## src/msa_pkg.sv

```systemverilog
package msa_pkg;

    // Register word indices within the block's address window.
    localparam logic [2:0] MSA_IDX_SUPP = 3'h0;
    localparam logic [2:0] MSA_IDX_SA0 = 3'h1;

    // Alias selector, kept in address bits [3:2] of each register's block.
    localparam logic [1:0] MSA_ALIAS_PLAIN = 2'h0;
    localparam logic [1:0] MSA_BIT_CLEAR_ALIAS = 2'h1;
    localparam logic [1:0] MSA_ALIAS_SET = 2'h2;
    localparam logic [1:0] MSA_BIT_INVERT_ALIAS = 2'h3;

    // Byte address fields: register select bit and alias selector bits.
    localparam int MSA_ADDR_REG_BIT = 4;
    localparam int MSA_ADDR_ALIAS_HI = 3;
    localparam int MSA_ADDR_ALIAS_LO = 2;

    // Station register octet positions.
    localparam int MSA_OCT6_HI = 15;
    localparam int MSA_OCT6_LO = 8;
    localparam int MSA_OCT5_HI = 7;
    localparam int MSA_OCT5_LO = 0;

    // Byte-lane masks for a full word and for the two halves of a 16-bit access.
    localparam logic [31:0] MSA_LANES_ALL = 32'hffff_ffff;
    localparam logic [31:0] MSA_LANES_HIGH = 32'hffff_0000;
    localparam logic [31:0] MSA_LANES_LOW = 32'h0000_ffff;

    // Access size codes.
    localparam logic [1:0] MSA_SIZE_8 = 2'h0;
    localparam logic [1:0] MSA_SIZE_16 = 2'h1;
    localparam logic [1:0] MSA_SIZE_32 = 2'h2;

    // Field positions.
    localparam int MSA_BIT_RESET = 11;
    localparam int MSA_BIT_SPEED = 8;
    localparam logic [31:0] MSA_SUPP_MASK = 32'h0000_0900;
    localparam logic [31:0] MSA_SA0_MASK = 32'h0000_ffff;
    localparam logic [31:0] MSA_SUPP_RESET = 32'h0000_0000;

    // Factory station octets; value is arbitrary.
    localparam logic [15:0] MSA_FACTORY_SA0 = 16'h5a3c;

    typedef enum logic [2:0] {
        MSA_ST_HELD = 3'b001,
        MSA_ST_RUN10 = 3'b010,
        MSA_ST_RUN100 = 3'b100
    } msa_state_t;

endpackage : msa_pkg

```

## src/msa_regs.sv

```systemverilog
`timescale 1ns/1ps

// Overview of operation
// - Writing one to the reduced-interface reset bit resets the RMII module.
// - Speed select one means 100 Mbps, zero means 10 Mbps.
// - 16- and 32-bit accesses work; 8-bit accesses do nothing at all.
// - The width rule applies to set, clear and invert aliases too.
// - Station register bits 15-8 hold the sixth transmitted address octet.
// - Station register bits 7-0 hold the fifth transmitted address octet.
// - Reset loads station register from factory value; software may overwrite.
// - Unimplemented bits read zero and ignore writes.
module msa_regs
(
    input wire logic sys_clk_i,
    input wire logic rst_n_i,
    input wire logic clk_en_i,
    input wire logic bus_wr_i,
    input wire logic bus_rd_i,
    input wire logic [4:0] bus_addr_i,
    input wire logic [1:0] bus_size_i,
    input wire logic bus_half_i,
    input wire logic [31:0] bus_wdata_i,
    output logic [31:0] bus_rdata_o,
    output logic bus_rvalid_o,
    output logic reduced_if_logic_reset_o,
    output logic reduced_if_speed_select_o,
    output logic rmii_run_10_o,
    output logic rmii_run_100_o,
    output logic [7:0] station_octet_six_o,
    output logic [7:0] station_octet_five_o
);
    import msa_pkg::*;

    ////////////////////////////////////////////////////////////////////////////////
    // Decode.

    logic [2:0] idx;
    logic [1:0] alias_sel;
    logic size_ok;
    logic [31:0] be_mask;
    logic [31:0] supp_reg;
    logic [31:0] supp_next;
    logic [31:0] supp_new;
    logic [31:0] sa0_reg;
    logic [31:0] sa0_next;
    logic [31:0] sa0_new;
    logic [31:0] rdata_reg;
    logic [31:0] rdata_next;
    logic rvalid_reg;
    logic rvalid_next;
    msa_state_t state_reg;
    msa_state_t state_next;
    logic run10_reg;
    logic run10_next;
    logic run100_reg;
    logic run100_next;

    assign idx = {2'h0, bus_addr_i[MSA_ADDR_REG_BIT]};
    assign alias_sel = bus_addr_i[MSA_ADDR_ALIAS_HI:MSA_ADDR_ALIAS_LO];
    // Byte accesses are dropped by size_ok after the alias logic has computed its result.
    assign size_ok = (bus_size_i == MSA_SIZE_16) || (bus_size_i == MSA_SIZE_32);

    always_comb
    begin
        if (bus_size_i == MSA_SIZE_32)
        begin
            be_mask = MSA_LANES_ALL;
        end
        else if (bus_half_i)
        begin
            be_mask = MSA_LANES_HIGH;
        end
        else
        begin
            be_mask = MSA_LANES_LOW;
        end
    end

    msa_alias_calc u_calc_supp
    (
        .alias_i(alias_sel),
        .old_i(supp_reg),
        .wdata_i(bus_wdata_i),
        .be_mask_i(be_mask),
        .impl_mask_i(MSA_SUPP_MASK),
        .new_o(supp_new)
    );

    msa_alias_calc u_calc_sa0
    (
        .alias_i(alias_sel),
        .old_i(sa0_reg),
        .wdata_i(bus_wdata_i),
        .be_mask_i(be_mask),
        .impl_mask_i(MSA_SA0_MASK),
        .new_o(sa0_new)
    );

    ////////////////////////////////////////////////////////////////////////////////
    // Registers.

    always_comb
    begin
        supp_next = supp_reg;
        sa0_next = sa0_reg;
        rdata_next = rdata_reg;
        rvalid_next = 1'b0;
        // Refused sizes never reach the case below, whichever alias they address.
        if (bus_wr_i && size_ok)
        begin
            case (idx)
                MSA_IDX_SUPP:
                begin
                    supp_next = supp_new;
                end
                MSA_IDX_SA0:
                begin
                    sa0_next = sa0_new;
                end
                default:
                begin
                    supp_next = supp_reg;
                end
            endcase
        end
        if (bus_rd_i && size_ok)
        begin
            rvalid_next = 1'b1;
            // A write in the same cycle lands afterwards, so the read returns the old value.
            case (idx)
                MSA_IDX_SUPP:
                begin
                    rdata_next = supp_reg & MSA_SUPP_MASK & be_mask;
                end
                MSA_IDX_SA0:
                begin
                    rdata_next = sa0_reg & MSA_SA0_MASK & be_mask;
                end
                default:
                begin
                    // Index values without a register read as zero.
                    rdata_next = 32'h0000_0000;
                end
            endcase
        end
    end

    always_ff @(posedge sys_clk_i)
    begin
        if (!rst_n_i)
        begin
            supp_reg <= MSA_SUPP_RESET;
            sa0_reg <= {16'h0000, MSA_FACTORY_SA0};
            rdata_reg <= 32'h0000_0000;
            rvalid_reg <= 1'b0;
        end
        else if (clk_en_i)
        begin
            supp_reg <= supp_next;
            sa0_reg <= sa0_next;
            rdata_reg <= rdata_next;
            rvalid_reg <= rvalid_next;
        end
    end

    ////////////////////////////////////////////////////////////////////////////////
    // RMII run state. One cycle behind the register, so outputs stay registered.

    always_comb
    begin
        case (state_reg)
            MSA_ST_HELD,
            MSA_ST_RUN10,
            MSA_ST_RUN100:
            begin
                if (supp_reg[MSA_BIT_RESET])
                begin
                    state_next = MSA_ST_HELD;
                end
                else if (supp_reg[MSA_BIT_SPEED])
                begin
                    state_next = MSA_ST_RUN100;
                end
                else
                begin
                    state_next = MSA_ST_RUN10;
                end
            end
            default: state_next = MSA_ST_HELD;
        endcase
        // Decoded here so that the run outputs leave straight from flip-flops.
        run10_next = (state_next == MSA_ST_RUN10);
        run100_next = (state_next == MSA_ST_RUN100);
    end

    always_ff @(posedge sys_clk_i)
    begin
        if (!rst_n_i)
        begin
            state_reg <= MSA_ST_HELD;
            run10_reg <= 1'b0;
            run100_reg <= 1'b0;
        end
        else if (clk_en_i)
        begin
            state_reg <= state_next;
            run10_reg <= run10_next;
            run100_reg <= run100_next;
        end
    end

    assign bus_rdata_o = rdata_reg;
    assign bus_rvalid_o = rvalid_reg;
    assign reduced_if_logic_reset_o = supp_reg[MSA_BIT_RESET];
    assign reduced_if_speed_select_o = supp_reg[MSA_BIT_SPEED];
    assign rmii_run_10_o = run10_reg;
    assign rmii_run_100_o = run100_reg;
    assign station_octet_six_o = sa0_reg[MSA_OCT6_HI:MSA_OCT6_LO];
    assign station_octet_five_o = sa0_reg[MSA_OCT5_HI:MSA_OCT5_LO];

endmodule : msa_regs

```

## src/msa_alias_calc.sv

```systemverilog
`timescale 1ns/1ps

// Computes the new register value for a plain, set, clear or invert write.
module msa_alias_calc
(
    input wire logic [1:0] alias_i,
    input wire logic [31:0] old_i,
    input wire logic [31:0] wdata_i,
    input wire logic [31:0] be_mask_i,
    input wire logic [31:0] impl_mask_i,
    output logic [31:0] new_o
);
    import msa_pkg::*;

    logic [31:0] raw;

    always_comb
    begin
        case (alias_i)
            MSA_BIT_CLEAR_ALIAS: raw = old_i & ~wdata_i;
            MSA_ALIAS_SET: raw = old_i | wdata_i;
            MSA_BIT_INVERT_ALIAS: raw = old_i ^ wdata_i;
            default: raw = wdata_i;
        endcase
        // Only enabled lanes of implemented bits change; other lanes keep old value, unimplemented bits clear.
        new_o = ((raw & be_mask_i) | (old_i & ~be_mask_i)) & impl_mask_i;
    end

endmodule : msa_alias_calc

```

## config.mk

```make
export PLATFORM = sky130hd
export DESIGN_NAME = msa_regs
export DESIGN_NICKNAME = d
export VERILOG_FILES = /design/src/msa_pkg.sv /design/src/msa_regs.sv /design/src/msa_alias_calc.sv
export SDC_FILE = /design/constraint.sdc
export NUM_CORES = 1
export LEC_CHECK = 0
export ABC_AREA = 1
export BUFFER_PORTS_ARGS = -buffer_cell sky130_fd_sc_hd__buf_2
export CAP_MARGIN = 10
export CORE_MARGIN = 5
export CORE_UTILIZATION = 62
export DETAILED_ROUTE_END_ITERATION = 8
export PLACE_DENSITY = 0.83
export RECOVER_POWER = 100
export SETUP_SLACK_MARGIN = 0.2
export SLEW_MARGIN = 20
export SYNTH_ARGS = -nofsm -noshare
export SYNTH_HDL_FRONTEND = slang
export SYNTH_HIERARCHICAL = 1
export SYNTH_SLANG_ARGS = --single-unit
```

## constraint.sdc

```tcl
create_clock -name sys_clk_i -period 2.03 [get_ports sys_clk_i]
set_input_delay 0.406 -clock sys_clk_i [delete_from_list [all_inputs] [get_ports sys_clk_i]]
set_output_delay 0.406 -clock sys_clk_i [all_outputs]
set_load 0.1 [all_outputs]
```

==> results.md <==
* Largest net degree at the start of global routing at 52
* # DRC at 0
* Worst hold start: clk_en_i
* Most frequent CP cell: nor2_1
* Most common cell after layout, fill and taps aside: inv_1
* Worst-path clk slew at 80 ps
* Delay-heaviest family, CP: simple AND/OR/NAND/NOR gates
* Worst Hold Depth at 3
* Cell count of the worst reg-to-reg path at 8
* Power density cells at just under 600 mW/mm2
* Input/output buffers at 63
* Required time of the critical path at 2260 ps
* PnR worst setup slack at 288 ps
* RSZ-0062 raised after global routing: false
* R2R Setup Slk at approximately 520 ps
* Worst Tran Pin Value at 775 ps
* Critical path buffers and inverters at 3
* CTS tree: built
* Pre-antenna DRT Iters at 5
* IO Pins at between 90 and 100
* Die height at 86.2 um
* Post-CTS Setup Inserts at 0
* # diodes at 0
* Worst hold slack at around 450 ps
* Highest cell delay on the worst timing path at 470 ps
* Pins Over Slew Limit at 0
* Netlist Area Pre-Place at 0.00360 mm2
* Ys Warns at 6
* Mean routed wirelength per cell at about 13 um
* Crit-path max FO at 16
* First-pass GRT wire length at 13.7 mm
* Die width at ~86 um
* DR iter-0 viols at 174
* Final nets at about 660
* Starting Density at 0.645
* Crit end category: flip-flop
* Achievable Freq at approximately 570 MHz
* Clk Latency, worst-skew pair at between 200 and 300 ps
* H-tree levels at 2
* Post-DRT Antenna Nets at 0
* Vias per cell at about 5
* Peak supply drop at between 0.3 and 0.4 mV
* Reg-to-Reg Start: sa0_reg[13]
* Min Tclk post-route at roughly 1700 ps
* Most used cells in the layout excluding fill and tap cells: 86 x inv_1, 78 x nand2_1, 59 x nand3_1
* Status: finished clean
* Fraction of layout cells with a size suffix above 1 at 0.154
* Setup crit start: bus_size_i[0]
* Arr. time, crit path at between 1500 and 2000 ps
* DP Worst Slack at ~110 ps
* Fin Clk Skew at around 4.3 ps
* Die Area at ~0.0074 mm2
* Synth Instances at ~550
* Final period utilization at 0.858
* Vias in the first global route at about 3200
* Via Count at around 3300
* Max-slew headroom at 0.483
* Class of the worst hold path: input port to flip-flop
* Slowest CP cell: inv_1
* Standard-cell rows at 27
* Fillers at between 500 and 600
* GR Overflow Total at 0
* Total CTS buffers at 5
* Maxcap violations at 0
* Clock Sinks at 40
* GR Util All Layers at 0.222
* Reg2reg end: sa0_reg[13]
* Kind of start point of the critical path: input port
* Core area at between 0.005 and 0.006 mm2
* Area Growth Syn to Fin at 4.04%
* Antenna violations before repair at 0
* Post-CTS Resized at 0
* Root Buffer: clkbuf_8
* HPWL after DPL at around 5.8 mm
* Final hold vios at 0
* Worst Hold Endpoint: state_reg[0]
* CTS Hold Bufs at 0
* Total Wirelength at just over 8 mm
* Synthesized area per cell at roughly 6.5 um2
* Pleak at about 0.0022 uW
* CTS max path bufs at 2
* Critical path class: input port to flip-flop
* Final setup fails at 0
* CP Cell Sequence: buf_2, inv_1, ha_1, nor2_1, nand3_2, inv_1, nor2_1, nor2_1
* Placer's final routability congestion estimate at ~0.8
-- metal layers --
| layer | up-vias | GRT usage | part of all wire |
|---|---|---|---|
| met5 | - | 0 | 0 |
| met4 | 0 | 0.0906 | 0.014 |
| met1 | 1546 | 0.257 | 0.42 |
| met2 | 100 | 0.399 | 0.50 |
| met3 | 10 | 0.0375 | 0.063 |
| li1 | 1693 | - | - |
-- worst reg2reg max path: stages, from the launching register on --
cell     delay [ps]
dfxtp_1         460
inv_1            80
ha_1            300
nand3_1          80
nand3_1          80
nand2_1          70
a21oi_1          70
o21ai_0         200
nor2_1           70
-- layout make-up --
cell class              count  area, um2  area share
multi-input cells         369       2020       0.539
flip-flops and latches     40        803       0.215
repair buffers             70        380       0.102
inverters                  91        342      0.0913
well taps                  72       90.1      0.0241
clock buffers               6       72.6      0.0194
clock inverters             2       35.0     0.00936
-- power breakdown --
group | internal (uW) | total (uW) | switching (uW)
registers | 812 | 847 | 35.4
logic | 168 | 722 | 554
clock network | 365 | 640 | 275
total | 1340 | 2210 | 865
-- per-stage QoR --
| stage | util | total power (uW) | TNS (ps) | cells | cell area (um2) |
|---|---|---|---|---|---|
| floorplan | - | 1530 | 0 | 583 | 3720 |
| global placement | 0.653 | 1560 | -319 | 642 | 3640 |
| detailed placement | 0.653 | 1580 | 0 | 642 | 3640 |
| CTS | 0.673 | 2210 | 0 | 650 | 3750 |
| global route | 0.671 | 2320 | 0 | 650 | 3740 |
| finish | 0.671 | 2210 | 0 | 650 | 3740 |
-- how the worst max path moves through the flow --
| stage | end | cells past startpoint |
|---|---|---|
| 2_1_floorplan | sa0_reg[15] | 11 |
| 3_3_place_gp | sa0_reg[6] | 7 |
| 4_1_cts | station_octet_six_o[7] | 1 |
| 5_1_grt | sa0_reg[7] | 8 |
| 3_5_place_dp | sa0_reg[13] | 8 |
| 6_report | sa0_reg[8] | 8 |
Note: power is estimated with default switching activity, not from simulation.
